## src/hdl/fast_irq_pkg.sv

```systemverilog
package fast_irq_pkg;
	// Registers are addressed by index; the bus byte address is four times the index.
	localparam int ADDR_W = 18;
	localparam logic [15:0] IDX_EDGE_SEL   = 16'hF1C0;
	localparam logic [15:0] IDX_CTRL0      = 16'hFF88;
	localparam logic [15:0] IDX_CTRL1      = 16'hFF8A;
	localparam logic [15:0] IDX_CTRL2      = 16'hFF8C;
	localparam logic [15:0] IDX_TRAP_FLAGS = 16'hFFAC;
	localparam logic [15:0] IDX_IRQ_STATUS = 16'hFFF0;
	localparam logic [15:0] IDX_IRQ_MASK   = 16'hFFF2;
	localparam logic [ADDR_W-1:0] ADDR_EDGE_SEL   = {IDX_EDGE_SEL, 2'h0};
	localparam logic [ADDR_W-1:0] ADDR_CTRL0      = {IDX_CTRL0, 2'h0};
	localparam logic [ADDR_W-1:0] ADDR_CTRL1      = {IDX_CTRL1, 2'h0};
	localparam logic [ADDR_W-1:0] ADDR_CTRL2      = {IDX_CTRL2, 2'h0};
	localparam logic [ADDR_W-1:0] ADDR_TRAP_FLAGS = {IDX_TRAP_FLAGS, 2'h0};
	localparam logic [ADDR_W-1:0] ADDR_IRQ_STATUS = {IDX_IRQ_STATUS, 2'h0};
	localparam logic [ADDR_W-1:0] ADDR_IRQ_MASK   = {IDX_IRQ_MASK, 2'h0};
	// Register select codes shared by the read and write decoders.
	localparam logic [2:0] SEL_NONE  = 3'h0;
	localparam logic [2:0] SEL_EDGE  = 3'h1;
	localparam logic [2:0] SEL_CTRL0 = 3'h2;
	localparam logic [2:0] SEL_TFR   = 3'h5;
	localparam logic [2:0] SEL_STAT  = 3'h6;
	localparam logic [2:0] SEL_MASK  = 3'h7;
	// Field layout and reset values.
	localparam int REQ_BIT = 7;
	localparam int EN_BIT  = 6;
	localparam int PRIORITY_LEVEL_FIELD_HI = 5;
	localparam int PRIORITY_LEVEL_FIELD_LO = 2;
	localparam int PSW_LVL_HI = 15;
	localparam int PSW_LVL_LO = 12;
	localparam logic [3:0] LVL_MAX = 4'hF;
	localparam logic [5:0] EDGE_SEL_RESET = 6'h00;
	localparam logic [7:0] CTRL_RESET = 8'h00;
	localparam logic [15:0] TFR_RESET = 16'h0000;
	localparam logic [15:0] TFR_MASK = 16'hE08F;
	localparam logic [4:0] STAT_RESET = 5'h00;
	localparam logic [1:0] ES_OFF  = 2'h0;
	localparam logic [1:0] ES_RISE = 2'h1;
	localparam logic [1:0] ES_FALL = 2'h2;
	localparam logic [1:0] ES_ANY  = 2'h3;
	// Trap condition index order is also the trap priority, 0 highest; 3 and up form class B.
	localparam int TRAP_N = 8;
	localparam int CLASS_B_FIRST = 3;
	localparam int TFR_POS [TRAP_N] = '{15, 14, 13, 7, 3, 2, 1, 0};
	localparam logic [7:0] CSP_TRAP = 8'h00;
	// Timing in clock half-periods and the derived cycle counts.
	localparam int CLK_NS = 20;
	localparam int TCL_NS = CLK_NS / 2;
	localparam int SAMPLE_TCL = 2;
	localparam int ROUND_TCL = 8;
	localparam int SAMPLE_CYC = SAMPLE_TCL * TCL_NS / CLK_NS;
	localparam int ROUND_CYC = ROUND_TCL * TCL_NS / CLK_NS;
	localparam logic [1:0] RESP_OKAY   = 2'h0;
	localparam logic [1:0] RESP_SLVERR = 2'h2;
	typedef enum {T_IDLE, T_PUSH_PSW, T_PUSH_CSP, T_PUSH_IP, T_JUMP} trap_state_t;
endpackage

```

## src/hdl/fast_ext_irq_and_trap_unit.sv

```systemverilog
`timescale 1ns/1ns
// Behaviour
// - Fast pins are sampled every clock, which is every two half-periods.
// - One shared register holds an edge field per pin; each pin is independent.
// - Edge field: 00 off, 01 rising, 10 falling, 11 either edge.
// - Request arbitration runs only once every eight half-periods (four clocks).
// - Control register per source: request, enable, priority level, group level.
// - Traps bypass arbitration, are unmaskable and beat any interrupt request.
// - Software trap number selects a vector at four times the number.
// - Software trap pushes status, segment (if enabled), pointer; jumps with segment zero.
// - A software trap leaves every interrupt request flag untouched.
// - A software trap keeps the status word priority level unchanged.
// - Eight hardware trap conditions; the three class A ones each branch to their own assigned vector.
// - Class B hardware traps cancel the instruction; class A let it complete.
// - Simultaneous hardware trap conditions: only the highest priority one is serviced.
// - Hardware trap pushes context and raises priority level to fifteen.
// - A hardware trap sets its flag in the trap flag register.
// - Class B traps share one priority and one common vector.
module fast_ext_irq_and_trap_unit
	import fast_irq_pkg::*;
#(
	parameter logic [23:0] VEC_NMI     = 24'h000008,
	parameter logic [23:0] VEC_STKOF   = 24'h000010,
	parameter logic [23:0] VEC_STKUF   = 24'h000018,
	parameter logic [23:0] VEC_CLASS_B = 24'h000028
)(
	input  wire logic              aclk,
	input  wire logic              aresetn,
	input  wire logic [ADDR_W-1:0] awaddr,
	input  wire logic              awvalid,
	output wire logic              awready,
	input  wire logic [31:0]       wdata,
	input  wire logic [3:0]        wstrb,
	input  wire logic              wvalid,
	output wire logic              wready,
	output logic      [1:0]        bresp,
	output logic                   bvalid,
	input  wire logic              bready,
	input  wire logic [ADDR_W-1:0] araddr,
	input  wire logic              arvalid,
	output wire logic              arready,
	output logic      [31:0]       rdata,
	output logic      [1:0]        rresp,
	output logic                   rvalid,
	input  wire logic              rready,
	input  wire logic [2:0]        fast_irq_input,
	input  wire logic [15:0]       status_word,
	input  wire logic [7:0]        code_segment_pointer,
	input  wire logic [15:0]       instruction_pointer,
	input  wire logic              seg_enable,
	output logic                   irq_req,
	output logic      [1:0]        irq_src,
	output logic      [3:0]        irq_level,
	input  wire logic              irq_ack,
	input  wire logic              sw_trap_req,
	input  wire logic [6:0]        sw_trap_num,
	input  wire logic [TRAP_N-1:0] hw_trap_cond,
	output wire logic              trap_busy,
	output logic                   instr_cancel,
	output wire logic              push_valid,
	output logic      [15:0]       push_data,
	input  wire logic              push_ready,
	output wire logic              jump_valid,
	output logic      [23:0]       jump_vector,
	output logic      [15:0]       new_status_word,
	output wire logic [7:0]        new_csp,
	output wire logic              irq_out
);

	function automatic logic [2:0] reg_sel(input logic [ADDR_W-1:0] a);
		if (a == ADDR_EDGE_SEL)
			return SEL_EDGE;
		else if (a == ADDR_CTRL0)
			return SEL_CTRL0;
		else if (a == ADDR_CTRL1)
			return 3'(SEL_CTRL0 + 3'h1);
		else if (a == ADDR_CTRL2)
			return 3'(SEL_CTRL0 + 3'h2);
		else if (a == ADDR_TRAP_FLAGS)
			return SEL_TFR;
		else if (a == ADDR_IRQ_STATUS)
			return SEL_STAT;
		else if (a == ADDR_IRQ_MASK)
			return SEL_MASK;
		else
			return SEL_NONE;
	endfunction

	function automatic logic [15:0] merge16(input logic [15:0] old, input logic [15:0] nw, input logic [1:0] s);
		return {s[1] ? nw[15:8] : old[15:8], s[0] ? nw[7:0] : old[7:0]};
	endfunction

	////////////////////////////////////////////////////////////////////////////
	// Register bus slave.

	logic              aw_hold_r;
	logic              w_hold_r;
	logic [ADDR_W-1:0] waddr_r;
	logic [15:0]       wdata_r;
	logic [1:0]        wstrb_r;
	logic [5:0]        edge_sel_r;
	logic [2:0][7:0]   ctrl_r;
	logic [15:0]       tfr_r;
	logic [4:0]        stat_r;
	logic [4:0]        mask_r;

	wire       wr_fire = aw_hold_r & w_hold_r & ~bvalid;
	wire [2:0] wr_sel  = reg_sel(waddr_r);
	wire [2:0] rd_sel  = reg_sel(araddr);
	wire       rd_fire = arvalid & arready;
	wire [15:0] rd_word = (rd_sel == SEL_EDGE) ? {10'h000, edge_sel_r} :
		(rd_sel == SEL_CTRL0) ? {8'h00, ctrl_r[0]} :
		(rd_sel == 3'(SEL_CTRL0 + 3'h1)) ? {8'h00, ctrl_r[1]} :
		(rd_sel == 3'(SEL_CTRL0 + 3'h2)) ? {8'h00, ctrl_r[2]} :
		(rd_sel == SEL_TFR) ? tfr_r :
		(rd_sel == SEL_STAT) ? {11'h000, stat_r} :
		(rd_sel == SEL_MASK) ? {11'h000, mask_r} : 16'h0000;

	assign awready = ~aw_hold_r & ~bvalid;
	assign wready  = ~w_hold_r & ~bvalid;
	assign arready = ~rvalid;

	always_ff @(posedge aclk)
	begin
		if (!aresetn)
		begin
			aw_hold_r <= 1'b0;
			w_hold_r  <= 1'b0;
			waddr_r   <= '0;
			wdata_r   <= 16'h0000;
			wstrb_r   <= 2'h0;
			bvalid    <= 1'b0;
			bresp     <= RESP_OKAY;
		end
		else
		begin
			if (awvalid && awready)
			begin
				aw_hold_r <= 1'b1;
				waddr_r   <= awaddr;
			end
			if (wvalid && wready)
			begin
				w_hold_r <= 1'b1;
				wdata_r  <= wdata[15:0];
				wstrb_r  <= wstrb[1:0];
			end
			if (wr_fire)
			begin
				aw_hold_r <= 1'b0;
				w_hold_r  <= 1'b0;
				bvalid    <= 1'b1;
				bresp     <= (wr_sel == SEL_NONE) ? RESP_SLVERR : RESP_OKAY;
			end
			else if (bvalid && bready)
				bvalid <= 1'b0;
		end
	end

	always_ff @(posedge aclk)
	begin
		if (!aresetn)
		begin
			rvalid <= 1'b0;
			rdata  <= 32'h00000000;
			rresp  <= RESP_OKAY;
		end
		else if (rd_fire)
		begin
			rvalid <= 1'b1;
			rdata  <= {16'h0000, rd_word};
			rresp  <= (rd_sel == SEL_NONE) ? RESP_SLVERR : RESP_OKAY;
		end
		else if (rvalid && rready)
			rvalid <= 1'b0;
	end

	////////////////////////////////////////////////////////////////////////////
	// Fast pin edge detection and request flags.

	logic [2:0]      pin_prev_r;
	logic            irq_req_r;
	wire  [2:0]      hit;
	wire  [2:0]      ctrl_wr;
	wire  [2:0]      cand;
	wire  [2:0][7:0] ctrl_nxt;

	always_ff @(posedge aclk)
	begin
		if (!aresetn)
			pin_prev_r <= 3'h0;
		else
			pin_prev_r <= fast_irq_input;
	end

	for (genvar i = 0; i < 3; i++)
	begin : g_pin
		localparam logic [2:0] MY_SEL = 3'(SEL_CTRL0 + i);
		wire [1:0] es   = edge_sel_r[2*i+1:2*i];
		wire       rise = fast_irq_input[i] & ~pin_prev_r[i];
		wire       fall = ~fast_irq_input[i] & pin_prev_r[i];
		wire       ack_clr = irq_ack & irq_req_r & (irq_src == 2'(i));
		wire [7:0] base = ctrl_wr[i] ? wdata_r[7:0] : ctrl_r[i];
		assign hit[i] = ((es == ES_RISE) & rise) | ((es == ES_FALL) & fall) | ((es == ES_ANY) & (rise | fall));
		assign ctrl_wr[i] = wr_fire & (wr_sel == MY_SEL) & wstrb_r[0];
		assign ctrl_nxt[i] = {(base[REQ_BIT] & ~ack_clr) | hit[i], base[6:0]};
		assign cand[i] = ctrl_r[i][REQ_BIT] & ctrl_r[i][EN_BIT] &
			(ctrl_r[i][PRIORITY_LEVEL_FIELD_HI:PRIORITY_LEVEL_FIELD_LO] > status_word[PSW_LVL_HI:PSW_LVL_LO]);
	end

	wire edge_wr = wr_fire & (wr_sel == SEL_EDGE) & wstrb_r[0];

	always_ff @(posedge aclk)
	begin
		if (!aresetn)
		begin
			edge_sel_r <= EDGE_SEL_RESET;
			ctrl_r     <= {3{CTRL_RESET}};
		end
		else
		begin
			edge_sel_r <= edge_wr ? wdata_r[5:0] : edge_sel_r;
			ctrl_r     <= ctrl_nxt;
		end
	end

	////////////////////////////////////////////////////////////////////////////
	// Arbitration rounds.

	logic [1:0] round_cnt_r;
	logic       win_found;
	logic [1:0] win_idx;
	logic [5:0] win_key;
	wire        round_tick = (round_cnt_r == 2'(ROUND_CYC - 1));
	wire        hw_any = |hw_trap_cond;
	wire        trap_hold = trap_busy | hw_any | sw_trap_req;

	always_comb
	begin
		win_found = 1'b0;
		win_idx   = 2'h0;
		win_key   = 6'h00;
		for (int k = 0; k < 3; k++)
		begin
			if (cand[k] && (!win_found || ctrl_r[k][5:0] > win_key))
			begin
				win_found = 1'b1;
				win_idx   = 2'(k);
				win_key   = ctrl_r[k][5:0];
			end
		end
	end

	assign irq_req = irq_req_r;

	always_ff @(posedge aclk)
	begin
		if (!aresetn)
		begin
			round_cnt_r <= 2'h0;
			irq_req_r   <= 1'b0;
			irq_src     <= 2'h0;
			irq_level   <= 4'h0;
		end
		else
		begin
			round_cnt_r <= round_tick ? 2'h0 : round_cnt_r + 2'h1;
			if (irq_ack)
				irq_req_r <= 1'b0;
			else if (round_tick)
			begin
				irq_req_r <= win_found & ~trap_hold;
				irq_src   <= win_idx;
				irq_level <= win_key[5:2];
			end
		end
	end

	////////////////////////////////////////////////////////////////////////////
	// Trap entry.

	trap_state_t state_r;
	trap_state_t state_nxt;
	logic [2:0]  hw_idx;
	logic [7:0]  csp_r;
	logic [15:0] ip_r;
	logic        seg_r;
	wire         accept = (state_r == T_IDLE) & (hw_any | sw_trap_req);
	wire         is_class_b = (hw_idx >= 3'(CLASS_B_FIRST));

	always_comb
	begin
		hw_idx = 3'h0;
		for (int k = TRAP_N - 1; k >= 0; k--)
		begin
			if (hw_trap_cond[k])
				hw_idx = 3'(k);
		end
	end

	wire [23:0] hw_vec = (hw_idx == 3'h0) ? VEC_NMI : (hw_idx == 3'h1) ? VEC_STKOF :
		(hw_idx == 3'h2) ? VEC_STKUF : VEC_CLASS_B;
	wire [23:0] sw_vec = {15'h0000, sw_trap_num, 2'h0};
	wire [15:0] psw_entry = hw_any ? {LVL_MAX, status_word[PSW_LVL_LO-1:0]} : status_word;

	always_comb
	begin
		state_nxt = state_r;
		case (state_r)
			T_IDLE:
				if (accept)
					state_nxt = T_PUSH_PSW;
			T_PUSH_PSW:
				if (push_ready)
					state_nxt = seg_r ? T_PUSH_CSP : T_PUSH_IP;
			T_PUSH_CSP:
				if (push_ready)
					state_nxt = T_PUSH_IP;
			T_PUSH_IP:
				if (push_ready)
					state_nxt = T_JUMP;
			default:
				state_nxt = T_IDLE;
		endcase
	end

	assign trap_busy  = (state_r != T_IDLE);
	assign push_valid = (state_r == T_PUSH_PSW) | (state_r == T_PUSH_CSP) | (state_r == T_PUSH_IP);
	assign jump_valid = (state_r == T_JUMP);
	assign new_csp    = CSP_TRAP;

	always_ff @(posedge aclk)
	begin
		if (!aresetn)
			state_r <= T_IDLE;
		else
			state_r <= state_nxt;
	end

	always_ff @(posedge aclk)
	begin
		if (!aresetn)
		begin
			csp_r           <= 8'h00;
			ip_r            <= 16'h0000;
			seg_r           <= 1'b0;
			push_data       <= 16'h0000;
			jump_vector     <= 24'h000000;
			new_status_word <= 16'h0000;
			instr_cancel    <= 1'b0;
		end
		else
		begin
			instr_cancel <= accept & hw_any & is_class_b;
			if (accept)
			begin
				csp_r           <= code_segment_pointer;
				ip_r            <= instruction_pointer;
				seg_r           <= seg_enable;
				push_data       <= status_word;
				jump_vector     <= hw_any ? hw_vec : sw_vec;
				new_status_word <= psw_entry;
			end
			else if (push_ready && state_r == T_PUSH_PSW)
				push_data <= seg_r ? {8'h00, csp_r} : ip_r;
			else if (push_ready && state_r == T_PUSH_CSP)
				push_data <= ip_r;
		end
	end

	////////////////////////////////////////////////////////////////////////////
	// Trap flags, event status and interrupt output.

	logic [15:0] tfr_set;
	wire  [4:0]  events = {accept & ~hw_any, accept & hw_any, hit};
	wire  [15:0] tfr_base = (wr_fire && wr_sel == SEL_TFR) ? merge16(tfr_r, wdata_r, wstrb_r) : tfr_r;
	wire  [4:0]  stat_clr = (wr_fire && wr_sel == SEL_STAT && wstrb_r[0]) ? wdata_r[4:0] : 5'h00;
	wire         mask_wr = wr_fire & (wr_sel == SEL_MASK) & wstrb_r[0];

	always_comb
	begin
		tfr_set = 16'h0000;
		for (int k = 0; k < TRAP_N; k++)
			tfr_set[TFR_POS[k]] = accept & hw_trap_cond[k];
	end

	always_ff @(posedge aclk)
	begin
		if (!aresetn)
		begin
			tfr_r  <= TFR_RESET;
			stat_r <= STAT_RESET;
			mask_r <= STAT_RESET;
		end
		else
		begin
			tfr_r  <= (tfr_base | tfr_set) & TFR_MASK;
			stat_r <= (stat_r & ~stat_clr) | events;
			mask_r <= mask_wr ? wdata_r[4:0] : mask_r;
		end
	end

	assign irq_out = |(stat_r & mask_r);

	////////////////////////////////////////////////////////////////////////////
	// Checks.

	edge_rise_a: assert property (@(posedge aclk) disable iff (!aresetn)
		(edge_sel_r[1:0] == ES_RISE && fast_irq_input[0] && !pin_prev_r[0]) |=> ctrl_r[0][REQ_BIT])
		else $error("rising edge did not set request flag");
	edge_off_a: assert property (@(posedge aclk) disable iff (!aresetn)
		(edge_sel_r[3:2] == ES_OFF && !ctrl_r[1][REQ_BIT] && !ctrl_wr[1]) |=> !ctrl_r[1][REQ_BIT])
		else $error("disabled pin raised a request");
	arb_round_a: assert property (@(posedge aclk) disable iff (!aresetn)
		$rose(irq_req_r) |-> $past(round_tick) && $past(round_cnt_r) == 2'h3)
		else $error("request granted outside a round");
	trap_block_a: assert property (@(posedge aclk) disable iff (!aresetn)
		$rose(irq_req_r) |-> !$past(trap_hold))
		else $error("interrupt granted while a trap was due");
	sw_vector_a: assert property (@(posedge aclk) disable iff (!aresetn)
		(accept && !hw_any) |=> jump_vector == {15'h0000, $past(sw_trap_num), 2'h0})
		else $error("software trap vector wrong");
	push_order_a: assert property (@(posedge aclk) disable iff (!aresetn)
		(state_r == T_PUSH_PSW && push_ready && !seg_r) |=> state_r == T_PUSH_IP && push_data == ip_r)
		else $error("context push order wrong");
	sw_level_a: assert property (@(posedge aclk) disable iff (!aresetn)
		(accept && !hw_any) |=> new_status_word == $past(status_word))
		else $error("software trap changed status word");
	hw_level_a: assert property (@(posedge aclk) disable iff (!aresetn)
		(accept && hw_any) |=> new_status_word[PSW_LVL_HI:PSW_LVL_LO] == 4'hF)
		else $error("hardware trap level not fifteen");
	nmi_prio_a: assert property (@(posedge aclk) disable iff (!aresetn)
		(accept && hw_trap_cond[0]) |=> jump_vector == VEC_NMI && tfr_r[15])
		else $error("top trap not serviced or not flagged");
	class_b_a: assert property (@(posedge aclk) disable iff (!aresetn)
		(accept && hw_trap_cond[2:0] == 3'h0 && hw_any) |=> jump_vector == VEC_CLASS_B && instr_cancel)
		else $error("class B trap vector or cancel wrong");
	jump_seq_a: assert property (@(posedge aclk) disable iff (!aresetn)
		(state_r == T_PUSH_IP && push_ready) |=> jump_valid ##1 !trap_busy)
		else $error("jump did not follow last push");

endmodule

```

## config.mk

```make
export PLATFORM = sky130hd
export DESIGN_NAME = fast_ext_irq_and_trap_unit
export DESIGN_NICKNAME = d
export VERILOG_FILES = /design/src/hdl/fast_irq_pkg.sv /design/src/hdl/fast_ext_irq_and_trap_unit.sv
export SDC_FILE = /design/constraint.sdc
export NUM_CORES = 1
export LEC_CHECK = 0
export BUFFER_PORTS_ARGS = -buffer_cell sky130_fd_sc_hd__clkbuf_2
export CAP_MARGIN = 10
export CORE_UTILIZATION = 47
export CTS_CLUSTER_DIAMETER = 200
export DETAILED_ROUTE_END_ITERATION = 10
export GPL_TIMING_DRIVEN = 0
export MAX_ROUTING_LAYER = met4
export PLACE_DENSITY_LB_ADDON = 0.25
export SETUP_SLACK_MARGIN = 0.15
export SYNTH_ARGS = -nofsm -noshare
export SYNTH_HDL_FRONTEND = slang
export SYNTH_SLANG_ARGS = --single-unit
```

## constraint.sdc

```tcl
create_clock -name aclk -period 4.1 [get_ports aclk]
set_input_delay 0.41 -clock aclk [delete_from_list [all_inputs] [get_ports aclk]]
set_output_delay 0.41 -clock aclk [all_outputs]
set_load 0.05 [all_outputs]
```

After elaboration in Yosys (flattened, before gate mapping)
Cells that the tools add are included.

Bits of input ports: 141. Logic and storage cells: 286. Output and inout port bits: 117. Bits in registers: 242.

Muxes and demuxes: 65. Reduce and logical (&&, ||, !) cells: 32. Bitwise operators: 95. Equal/unequal tests: 53. $add $sub $neg: 1. Magnitude comparators: 6.

Operators with widths (count): 18-bit equality test (second input constant) (14); 16-bit 2-to-1 mux (11); 32-bit 2-to-1 mux (4); 32-bit case mux with 4 select lines (1); 32-bit by 2-bit equality test with 1-bit output (second input constant) (3); 3-bit 2-to-1 mux (22); 32-bit by 3-bit equality test with 1-bit output (second input constant) (2); 32-bit logical NOT (2); 1-bit AND (56); 8-bit 2-to-1 mux (5); 6-bit 2-to-1 mux (6); 32-bit by 1-bit equality test with 1-bit output (second input constant) (1); 32-bit by 4-bit equality test with 1-bit output (second input constant) (1); 32-bit nonzero test (1); 3-bit equality test (second input constant) (8); 1-bit NOT (17); 1-bit OR (17); 2-bit equality test (second input constant) (8); 16-bit OR (1); 3-bit by 2-bit equality test with 1-bit output (second input constant) (5); 5-bit 2-to-1 mux (3); 4-bit > comparator (3); 6-bit > comparator (2); 1-bit logical AND (11); 22 further kinds (48).

Logic depth before layout (Yosys ltp)
Gate-level depths: netlist of the first run.

Depth in word-level cells: 16. Depth in mapped cells: 21. Depth with buffers taken out: 20.

Least setup slack after synthesis of the first run
Ideal clock, no wire load.

Path type: input port to flip-flop. From: input status_word[13]. To: register irq_level[0]. Path slack: -176 ps. Required time: 4013 ps. Library setup time: 87 ps. Stages: 19. Buffers on the path: 1. Arrival time: 4189 ps. Cells stage by stage: inv_1 -> ha_1 -> nor2b_1 -> o211ai_1 -> a21oi_1 -> clkbuf_1 -> nand2_1 -> ha_1 -> nand2b_1 -> a211oi_1 -> o21ai_0 -> a21oi_1 -> a22oi_1 -> ha_1 -> a21o_1 -> a2111oi_0 -> o22a_1 -> nor2_1 -> o31ai_1.

Word-level cells in the longest chain between the ends: 11. Elaborated cells on any way between the ends: 19. Those cells by class: 5 x order compare; 5 x mux; 3 x bitwise; 6 x reduce/logical.

RTL lines: start: declaration (line fast_ext_irq_and_trap_unit.sv:47) `input wire logic [15:0] status_word,`; 4-bit > comparator (line fast_ext_irq_and_trap_unit.sv:208) `(ctrl_r[i][PRIORITY_LEVEL_FIELD_HI:PRIORITY_LEVEL_FIELD_LO] > status_word[PSW_LVL_HI:PSW_LVL_LO]);`; 1-bit AND (line fast_ext_irq_and_trap_unit.sv:207) `assign cand[i] = ctrl_r[i][REQ_BIT] & ctrl_r[i][EN_BIT] &`; 6-bit 2-to-1 mux / 1-bit 2-to-1 mux (equally long branches) (line fast_ext_irq_and_trap_unit.sv:245) `if (cand[k] && (!win_found || ctrl_r[k][5:0] > win_key))`; 6-bit > comparator / 1-bit logical NOT (equally long branches) (line fast_ext_irq_and_trap_unit.sv:245); 1-bit logical OR (line fast_ext_irq_and_trap_unit.sv:245); 1-bit logical AND (line fast_ext_irq_and_trap_unit.sv:245); 6-bit 2-to-1 mux / 1-bit 2-to-1 mux (equally long branches) (line fast_ext_irq_and_trap_unit.sv:245); 6-bit > comparator / 1-bit logical NOT (equally long branches) (line fast_ext_irq_and_trap_unit.sv:245); 1-bit logical OR (line fast_ext_irq_and_trap_unit.sv:245); 1-bit logical AND (line fast_ext_irq_and_trap_unit.sv:245); 6-bit 2-to-1 mux (*) (line fast_ext_irq_and_trap_unit.sv:245); end signal: assignment (line fast_ext_irq_and_trap_unit.sv:274) `irq_level <= win_key[5:2];`; end: declaration (line fast_ext_irq_and_trap_unit.sv:53) `output logic [3:0] irq_level,`.

Every way passes the cells marked *; elsewhere a longest branch is shown, timed or not. A chain may end at the register's enable or synchronous reset.

Final worst setup path of the first run
From: register ctrl_r[3] (netlist bit). To: register irq_level[3].

Word-level cells in the longest chain between the ends: 11. Elaborated cells on any way between the ends: 15. Those cells by class: 3 x order compare; 5 x mux; 1 x bitwise; 6 x reduce/logical.

RTL lines: start: declaration (line fast_ext_irq_and_trap_unit.sv:102) `logic [2:0][7:0] ctrl_r;`; start signal: assignment (line fast_ext_irq_and_trap_unit.sv:218) `ctrl_r <= {3{CTRL_RESET}};`; start signal: assignment (line fast_ext_irq_and_trap_unit.sv:223) `ctrl_r <= ctrl_nxt;`; 4-bit > comparator (line fast_ext_irq_and_trap_unit.sv:208); 1-bit AND (line fast_ext_irq_and_trap_unit.sv:207); 6-bit 2-to-1 mux / 1-bit 2-to-1 mux (equally long branches) (line fast_ext_irq_and_trap_unit.sv:245); 6-bit > comparator / 1-bit logical NOT (equally long branches) (line fast_ext_irq_and_trap_unit.sv:245); 1-bit logical OR (line fast_ext_irq_and_trap_unit.sv:245); 1-bit logical AND (line fast_ext_irq_and_trap_unit.sv:245); 6-bit 2-to-1 mux / 1-bit 2-to-1 mux (equally long branches) (line fast_ext_irq_and_trap_unit.sv:245); 6-bit > comparator / 1-bit logical NOT (equally long branches) (line fast_ext_irq_and_trap_unit.sv:245); 1-bit logical OR (line fast_ext_irq_and_trap_unit.sv:245); 1-bit logical AND (line fast_ext_irq_and_trap_unit.sv:245); 6-bit 2-to-1 mux (*) (line fast_ext_irq_and_trap_unit.sv:245).

Marked as above.

==> results by group, run 1 <==
Outcome
  – Outcome: completed

Floorplan
  – Number of top-level pins: 258
  – Row Count: 48
  – Vertical die dimension: 137 um
  – Initial core utilization: 48.6%
  – Die Area: 18700 um^2
  – Die width: 137 um
  – Core region area: 17500 um^2

Power and ir drop
  – Max VDD drop: 370 uV
  – Pwr/cell area: 408 nW/um^2
  – Leak pwr: 4.60 nW

Detailed routing
  – Post-detailed-route count of antenna-violating nets: 0
  – Final wirelength: 26.1 mm
  – DR WL/cell: 16.8 um
  – DR vias: 8308
  – Number of DRC violations after detailed-routing iteration 0: 595
  – First-pass iteration count of the detailed router: 7
  – Remaining DRCs: 0
  – Via-to-Cell Ratio: 5.36

GRT
  – Global routing usage summed across all routing layers: 29.4%
  – Largest net degree at the start of global routing: 17
  – Remaining global-route overflow: 0
  – First-pass GRT wire length: 40.4 mm
  – Initial antenna violation count: 0
  – Number of global-route vias before repair: 7895

Clock tree
  – TritonCTS clock tree: built
  – TritonCTS Buffers: 17
  – Number of buffers on the longest clock path: 2
  – Number of hold buffers added after cts: 0
  – Clock latency on the worst-skew pair: 0.43 ns
  – CTS root buffer: sky130_fd_sc_hd__clkbuf_16
  – # H-tree levels: 4
  – Clock transition at path regs: 0.07 ns
  – Clock sink count: 176

Setup path
  – CP Launch Point: ctrl_r[3]$_SDFFE_PN0P_
  – Critical Path Fanout Max: 7
  – Startpoint Class: flip-flop
  – Reg-to-reg setup timing slack: 0.18 ns
  – CP arrival: 4.22 ns
  – R2r startpoint: ctrl_r[3]$_SDFFE_PN0P_
  – R2R cell count: 19
  – Crit Path Category: reg -> reg
  – Critical path endpoint category: flip-flop
  – R2R Path End: irq_level[3]$_SDFFE_PN0P_
  – Data required time at the worst endpoint: 4.40 ns
  – Critical path destination: irq_level[3]$_SDFFE_PN0P_

Timing
  – Worst clock skew on the final layout: 0.0107 ns
  – Maximum frequency from static timing analysis: 255 MHz
  – Number of max-slew violations in the final report: 0
  – Slew at the pin closest to its max-slew limit: 0.793 ns
  – Period utilisation layout: 95.6%
  – Relative slew slack: 47.2%
  – Number of setup violations in the final report: 0
  – Hold Vio Cnt, Final: 0
  – RSZ-0062 raised after global routing: true
  – Final critical delay including setup and external delays: 3.92 ns
  – Setup TNS after final layout: 0 ns

Placement
  – Final weighted congestion in routability-driven placement: 0.944
  – I/O Buffers: 185
  – HPWL after DPL: 19.7 mm
  – Placed standard-cell area: 9920 um^2

Synthesis
  – Post-synthesis instance total: 1050
  – Predominant post-synthesis flop cell: sky130_fd_sc_hd__dfxtp_1
  – Count of flip-flops with a built-in enable after synthesis: 0
  – Sequential share of the synthesized area: 41.3%
  – Number of warning messages in the yosys log: 0
  – Synth async-reset ratio: 0%
  – Flop and latch count out of synthesis: 176
  – Mean cell area of the mapped netlist: 8.12 um^2
  – Post-synthesis instance area: 8530 um^2
  – Cell variety after synth: 72

Finish
  – Cell area after layout: 10700 um^2
  – Layout cell share with drive strength beyond 1: 25.7%
  – Area Overhead vs Synth: 25.7%
  – Number of nets in the layout: 1484
  – Antenna Diode Count: 0

Flow run
  – Maximum Capacitance Violations: 0

Worst hold path
  – Hold Crit Class: in -> reg
[placed cells by master (no fill, tap or decap), types with 27 or more instances in the layout]
| master | instances |
|---|---|
| sky130_fd_sc_hd__nand2_1 | 214 |
| sky130_fd_sc_hd__clkbuf_2 | 186 |
| sky130_fd_sc_hd__dfxtp_1 | 172 |
| sky130_fd_sc_hd__a21oi_1 | 131 |
| sky130_fd_sc_hd__nor2_1 | 85 |
| sky130_fd_sc_hd__buf_4 | 58 |
| sky130_fd_sc_hd__conb_1 | 48 |
| sky130_fd_sc_hd__mux2i_1 | 40 |
| sky130_fd_sc_hd__clkbuf_1 | 38 |
| sky130_fd_sc_hd__nand3_1 | 33 |
| sky130_fd_sc_hd__ha_1 | 27 |
[sequential cells by signal, indices dropped and copies added (netlist names), 11 cells and up]
register         count
ctrl_r              24
ip_r                16
new_status_word     16
push_data           16
rdata               11
waddr_r             18
wdata_r             11
[cells in the mapped netlist (5+ instances only)]
library cell	instances	share of area, %
sky130_fd_sc_hd__and2_1	5	0.37
sky130_fd_sc_hd__a21oi_1	134	7.9
sky130_fd_sc_hd__o21a_1	6	0.53
sky130_fd_sc_hd__clkbuf_1	39	1.7
sky130_fd_sc_hd__mux2i_1	40	4.7
sky130_fd_sc_hd__buf_2	7	0.41
sky130_fd_sc_hd__nor3_1	12	0.70
sky130_fd_sc_hd__a211oi_1	5	0.44
sky130_fd_sc_hd__nand3_1	33	1.9
sky130_fd_sc_hd__nand2b_1	9	0.66
sky130_fd_sc_hd__nand4_1	10	0.73
sky130_fd_sc_hd__or3_1	8	0.59
sky130_fd_sc_hd__mux2_2	8	1.1
sky130_fd_sc_hd__nor2b_1	7	0.51
sky130_fd_sc_hd__a22oi_1	5	0.44
sky130_fd_sc_hd__buf_4	48	4.2
sky130_fd_sc_hd__inv_1	25	1.1
sky130_fd_sc_hd__nand2_1	216	9.5
sky130_fd_sc_hd__o21ai_0	24	1.4
sky130_fd_sc_hd__o211ai_1	6	0.53
sky130_fd_sc_hd__and3_1	5	0.37
sky130_fd_sc_hd__dfxtp_1	176	41
sky130_fd_sc_hd__a21o_1	5	0.44
sky130_fd_sc_hd__ha_1	31	4.5
sky130_fd_sc_hd__a222oi_1	11	1.3
sky130_fd_sc_hd__nor2_1	86	3.8
sky130_fd_sc_hd__nor4b_1	5	0.51
[worst max-delay path, cell delays in order (launching register included)]
cell                        delay, ns
sky130_fd_sc_hd__dfxtp_4         0.36
sky130_fd_sc_hd__ha_4            0.26
sky130_fd_sc_hd__nor2b_4         0.12
sky130_fd_sc_hd__o211ai_1        0.11
sky130_fd_sc_hd__a21oi_2         0.20
sky130_fd_sc_hd__clkbuf_8        0.19
sky130_fd_sc_hd__nand2_4         0.05
sky130_fd_sc_hd__ha_4            0.21
sky130_fd_sc_hd__a211o_1         0.31
sky130_fd_sc_hd__o21ai_2         0.21
sky130_fd_sc_hd__a21oi_2         0.09
sky130_fd_sc_hd__buf_4           0.16
sky130_fd_sc_hd__a22oi_2         0.19
sky130_fd_sc_hd__ha_1            0.27
sky130_fd_sc_hd__a21o_1          0.21
sky130_fd_sc_hd__a2111oi_4       0.31
sky130_fd_sc_hd__o22a_2          0.24
sky130_fd_sc_hd__buf_6           0.12
sky130_fd_sc_hd__o31a_1          0.12
sky130_fd_sc_hd__o31ai_1         0.07
[what timing repair did]
item                       CTS  global route
setup endpoints to repair    6             6
gates resized for setup     15            18
buffers inserted             9             2
pin swaps                    9            25
[metrics by stage]
step	utilization, %	instances	total power [mW]	hold WS (ns)	setup WS [ns]
detailed placement	56.6	1507	2.89	0.424	-0.581
floorplan	-	1097	2.62	0.404	0.152
global route	61.1	1549	4.55	0.183	0.0354
global placement	56.6	1507	2.87	0.416	-0.512
CTS	60.4	1547	4.38	0.162	0.151
finish	61.1	1549	4.38	0.168	0.182
[worst min-delay path by stage]
stage,start,slack (ns),to,cells after the start
4_1_cts,rready,0.16,rvalid$_SDFFE_PN0P_,2
5_1_grt,rready,0.18,rvalid$_SDFFE_PN0P_,2
3_5_place_dp,round_cnt_r[0]$_SDFF_PP0_,0.42,round_cnt_r[0]$_SDFF_PP0_,1
3_3_place_gp,round_cnt_r[0]$_SDFF_PP0_,0.42,round_cnt_r[0]$_SDFF_PP0_,1
6_report,rready,0.17,rvalid$_SDFFE_PN0P_,2
2_1_floorplan,round_cnt_r[0]$_SDFF_PP0_,0.40,round_cnt_r[0]$_SDFF_PP0_,1
[report_power, final]
group / leakage (nW) / total (mW) / internal (mW) / switching (mW)
Combinational: 2.88 / 0.948 / 0.270 / 0.678
Clock: 0.269 / 1.52 / 0.825 / 0.695
Sequential: 1.44 / 1.91 / 1.83 / 0.0830
[kinds of logic (layout without fill, tap and decap cells)]
kind of cell,after synthesis,after routing,synth area share [%]
simple gates,426,426,22.8
compound gates,239,239,17.4
flops,176,176,41.3
buf+inv,126,353,7.86
mux,49,49,5.88
fa+ha+maj,31,31,4.55
xor+xnor,2,2,0.205
other cells,1,48,0.0440
[layout make-up]
type                       count  area (um^2)
fill                        1603         6820
multi-input combinational    795         4660
sequential                   176         3540
timing repair buffer         196         1010
buffer                       100          583
clock buffer                  20          467
tap                          225          282
inverter                      26         97.6
clock inverter                11         82.6
[routing by layer]
metal / routed length, um / share of wire (%) / global-route usage [%] / vias to the layer above
met5: 0 / 0 / - / -
met4: 765 / 2.9 / 11.6 / 0
met3: 2090 / 8.0 / 7.67 / 62
met2: 12800 / 49 / 49.0 / 326
met1: 10400 / 40 / 33.6 / 3817
li1: - / - / - / 4103
Power figures use the tool's default switching activity.
==> inputs of run 2 (changes only) <==
Settings changed: MAX_ROUTING_LAYER met4 to unset.
==> run 2 against run 1 <==
  * Critical path depth up 3
  * Largest power group unchanged
  * Non-clock buffer count up 4
  * Maximum frequency down 3.3%
  * Sequential cell count unchanged
  * Total power up 2.5%
  * Worst setup slack worse by 0.13 ns
  * Via count up 0.94%
  * Critical endpoint is now irq_src[0]$_SDFFE_PN0P_
  * Global-route usage down 0.63 points
  * Die area unchanged
==> results by group, run 2 (synthesis gave the netlist of run 1 again) <==
Detailed routing
  – Number of DRC violations after detailed-routing iteration 0: 641 (+7.7%)
  – First-pass iteration count of the detailed router: 5 (-2)
  – Via-to-Cell Ratio: 5.40 (+0.61%)
  – DR WL/cell: 17.0 um (+1.2%)
  – DR vias: 8386 (+0.94%)
  – Post-detailed-route count of antenna-violating nets: 0 (unchanged)
  – Remaining DRCs: 0 (unchanged)
  – Final wirelength: 26.5 mm (+1.5%)

Clock tree
  – Clock latency on the worst-skew pair: 0.43 ns (about the same)
  – Number of buffers on the longest clock path: 2 (unchanged)
  – TritonCTS Buffers: 17 (unchanged)
  – Number of hold buffers added after cts: 0 (unchanged)
  – # H-tree levels: 4 (unchanged)
  – Clock transition at path regs: 0.07 ns (about the same)
  – CTS root buffer: sky130_fd_sc_hd__clkbuf_16
  – Clock sink count: 176 (unchanged)
  – TritonCTS clock tree: built

Worst hold path
  – Hold Crit Class: in -> reg
  – Hold EP: rvalid$_SDFFE_PN0P_
  – Worst min-delay path startpoint: rready
  – Min-Delay Path Depth: 2 (unchanged)

Placement
  – HPWL after DPL: 19.6 mm (-0.52%)
  – Final weighted congestion in routability-driven placement: 0.923 (-2.2%)
  – Worst setup slack after placement: -0.607 ns (-0.0263 ns)
  – Placed standard-cell area: 9920 um^2 (unchanged)
  – Placed insts: 1507 (unchanged)
  – I/O Buffers: 185 (unchanged)

GRT
  – First-pass GRT wire length: 40.8 mm (+1.2%)
  – Number of global-route vias before repair: 7915 (+0.25%)
  – Remaining global-route overflow: 0 (unchanged)
  – Largest net degree at the start of global routing: 17 (unchanged)
  – Global routing usage summed across all routing layers: 28.8% (-0.63 points)
  – Initial antenna violation count: 0 (unchanged)

Floorplan
  – Die width: 137 um (unchanged)
  – Core region area: 17500 um^2 (unchanged)
  – Row Count: 48 (unchanged)
  – Die Area: 18700 um^2 (unchanged)
  – Vertical die dimension: 137 um (unchanged)
  – Initial core utilization: 48.6% (unchanged)
  – Number of top-level pins: 258 (unchanged)

Power and ir drop
  – Leak pwr: 4.64 nW (+1.0%)
  – Pwr/cell area: 413 nW/um^2 (+1.2%)
  – Max VDD drop: 347 uV (-6.0%)

Setup path
  – Critical Path Fanout Max: 7 (unchanged)
  – Data required time at the worst endpoint: 4.39 ns (about the same)
  – Most numerous cell on the critical path: sky130_fd_sc_hd__ha_4
  – Critical path endpoint category: flip-flop
  – Startpoint Class: flip-flop
  – Reg-to-reg setup timing slack: 0.05 ns (-0.13 ns)
  – Crit Path Category: reg -> reg
  – Buffer and inverter count on the worst path: 4 (+1)
  – Crit-path cells: ha_4 -> nor2b_4 -> o211ai_1 -> a21oi_2 -> clkbuf_8 -> and2_4 -> ha_4 -> nand2b_4 -> a211oi_2 -> o21ai_2 -> a21oi_2 -> buf_4 -> buf_6 -> mux2_4 -> ha_4 -> nand2b_4 -> a21oi_4 -> a2111oi_4 -> o22a_1 -> buf_6 -> o211ai_1 -> a21oi_1
  – Max incr delay on CP: 0.36 ns (about the same)
  – R2r startpoint: ctrl_r[3]$_SDFFE_PN0P_
  – Cell class contributing the biggest share of worst-path delay: compound AO/OA/AOI/OAI gates
  – Highest-delay cell along the critical path: sky130_fd_sc_hd__dfxtp_4
  – R2R Path End: irq_src[0]$_SDFFE_PN0P_
  – CP arrival: 4.34 ns (+0.12 ns)
  – R2R cell count: 22 (+3)

Finish
  – Most common cell after layout, fill and taps aside: sky130_fd_sc_hd__nand2_1
  – Area Overhead vs Synth: 27.4%
  – Number of nets in the layout: 1488 (+0.27%)
  – Cell area after layout: 10900 um^2 (+1.3%)
  – Flip-flop count of the largest register, all copies and words added: 24 (unchanged)
  – Registers with the most flip-flops: ctrl_r: 24 flops, waddr_r: 18 flops
  – Largest Register: ctrl_r
  – Antenna Diode Count: 0 (unchanged)
  – Layout cell share with drive strength beyond 1: 26.4% (+0.73 points)
  – Final Instance Count excl. Fillers: 1554 (+0.32%)
  – Highest-count cells in the layout ignoring fill and taps: sky130_fd_sc_hd__nand2_1 (213), sky130_fd_sc_hd__clkbuf_2 (186), sky130_fd_sc_hd__dfxtp_1 (172)

Timing
  – Relative slew slack: 46.6% (-0.58 points)
  – Number of setup violations in the final report: 0 (unchanged)
  – Smallest setup slack after layout: 0.0489 ns (-0.133 ns)
  – Period utilisation layout: 98.8% (+3.3 points)
  – Number of max-slew violations in the final report: 0 (unchanged)
  – Maximum frequency from static timing analysis: 247 MHz (-3.3%)
  – Slew at the pin closest to its max-slew limit: 0.801 ns (+0.00871 ns)
  – RSZ-0062 raised after global routing: true
  – Hold Vio Cnt, Final: 0 (unchanged)
  – Worst clock skew on the final layout: 0.0107 ns (+0.0000466 ns)
  – Final critical delay including setup and external delays: 4.05 ns (+0.133 ns)

Outcome
  – Outcome: completed

Flow run
  – Maximum Capacitance Violations: 0 (unchanged)
run 2: changes by cell type in the layout (fill, tap and decap cells not counted), sizes merged:
| cell | change |
|---|---|
| bufinv | +1 |
| inv | +5 |
| clkinv | -5 |
| buf | +4 |
run 2: area by class of cell:
cell class              count  area, um^2
well taps                 225         282
plain buffers             100         583
flip-flops and latches    176        3540
inverters                  26        97.6
clock inverters            12         121
clock buffers              20         467
fillers                  1591        6670
multi-input cells         795        4730
repair buffers            200        1050
run 2: worst max-delay path by stage:
stage	from	to	slack [ns]	cells past startpoint
after detailed placement	status_word[15]	irq_level[3]$_SDFFE_PN0P_	-0.61	20
final	ctrl_r[3]$_SDFFE_PN0P_	irq_src[0]$_SDFFE_PN0P_	0.05	22
after CTS	ctrl_r[3]$_SDFFE_PN0P_	irq_src[0]$_SDFFE_PN0P_	0.16	22
after global routing	ctrl_r[3]$_SDFFE_PN0P_	irq_src[0]$_SDFFE_PN0P_	-0.07	20
after global placement	status_word[13]	irq_level[2]$_SDFFE_PN0P_	-0.50	20
after floorplan	status_word[13]	irq_level[0]$_SDFFE_PN0P_	0.15	19
run 2: metal layers:
| layer | GRT usage (%) | routed length, um | vias up | share of wire, % |
|---|---|---|---|---|
| met4 | 11.3 | 623 | 0 | 2.4 |
| met5 | 0 | 0 | - | 0 |
| met2 | 49.8 | 13200 | 346 | 50 |
| met1 | 33.7 | 10400 | 3876 | 39 |
| met3 | 7.44 | 2270 | 52 | 8.6 |
| li1 | - | - | 4112 | - |
run 2: timing repair:
item                                    4_1_cts  5_1_grt
hold endpoints to repair                      0        0
pin swaps                                    18       24
gates resized for setup                      26       18
gates cloned                                  0        0
setup buffers                                13        2
endpoints found under the setup margin        6        6
run 2: where the power goes:
part	internal, mW	switching, mW
sequential	1.83	0.0812
clock	0.902	0.731
combinational	0.270	0.678
total	3.00	1.49
run 2: through the flow:
stage	hold WS [ns]	util [%]	power, mW	setup TNS [ns]
global route	0.170	62.0	4.66	-0.217
floorplan	0.404	-	2.62	0
detailed placement	0.422	56.6	2.89	-3.20
finish	0.163	62.0	4.49	0
global placement	0.415	56.6	2.87	-2.68
CTS	0.154	61.2	4.49	0
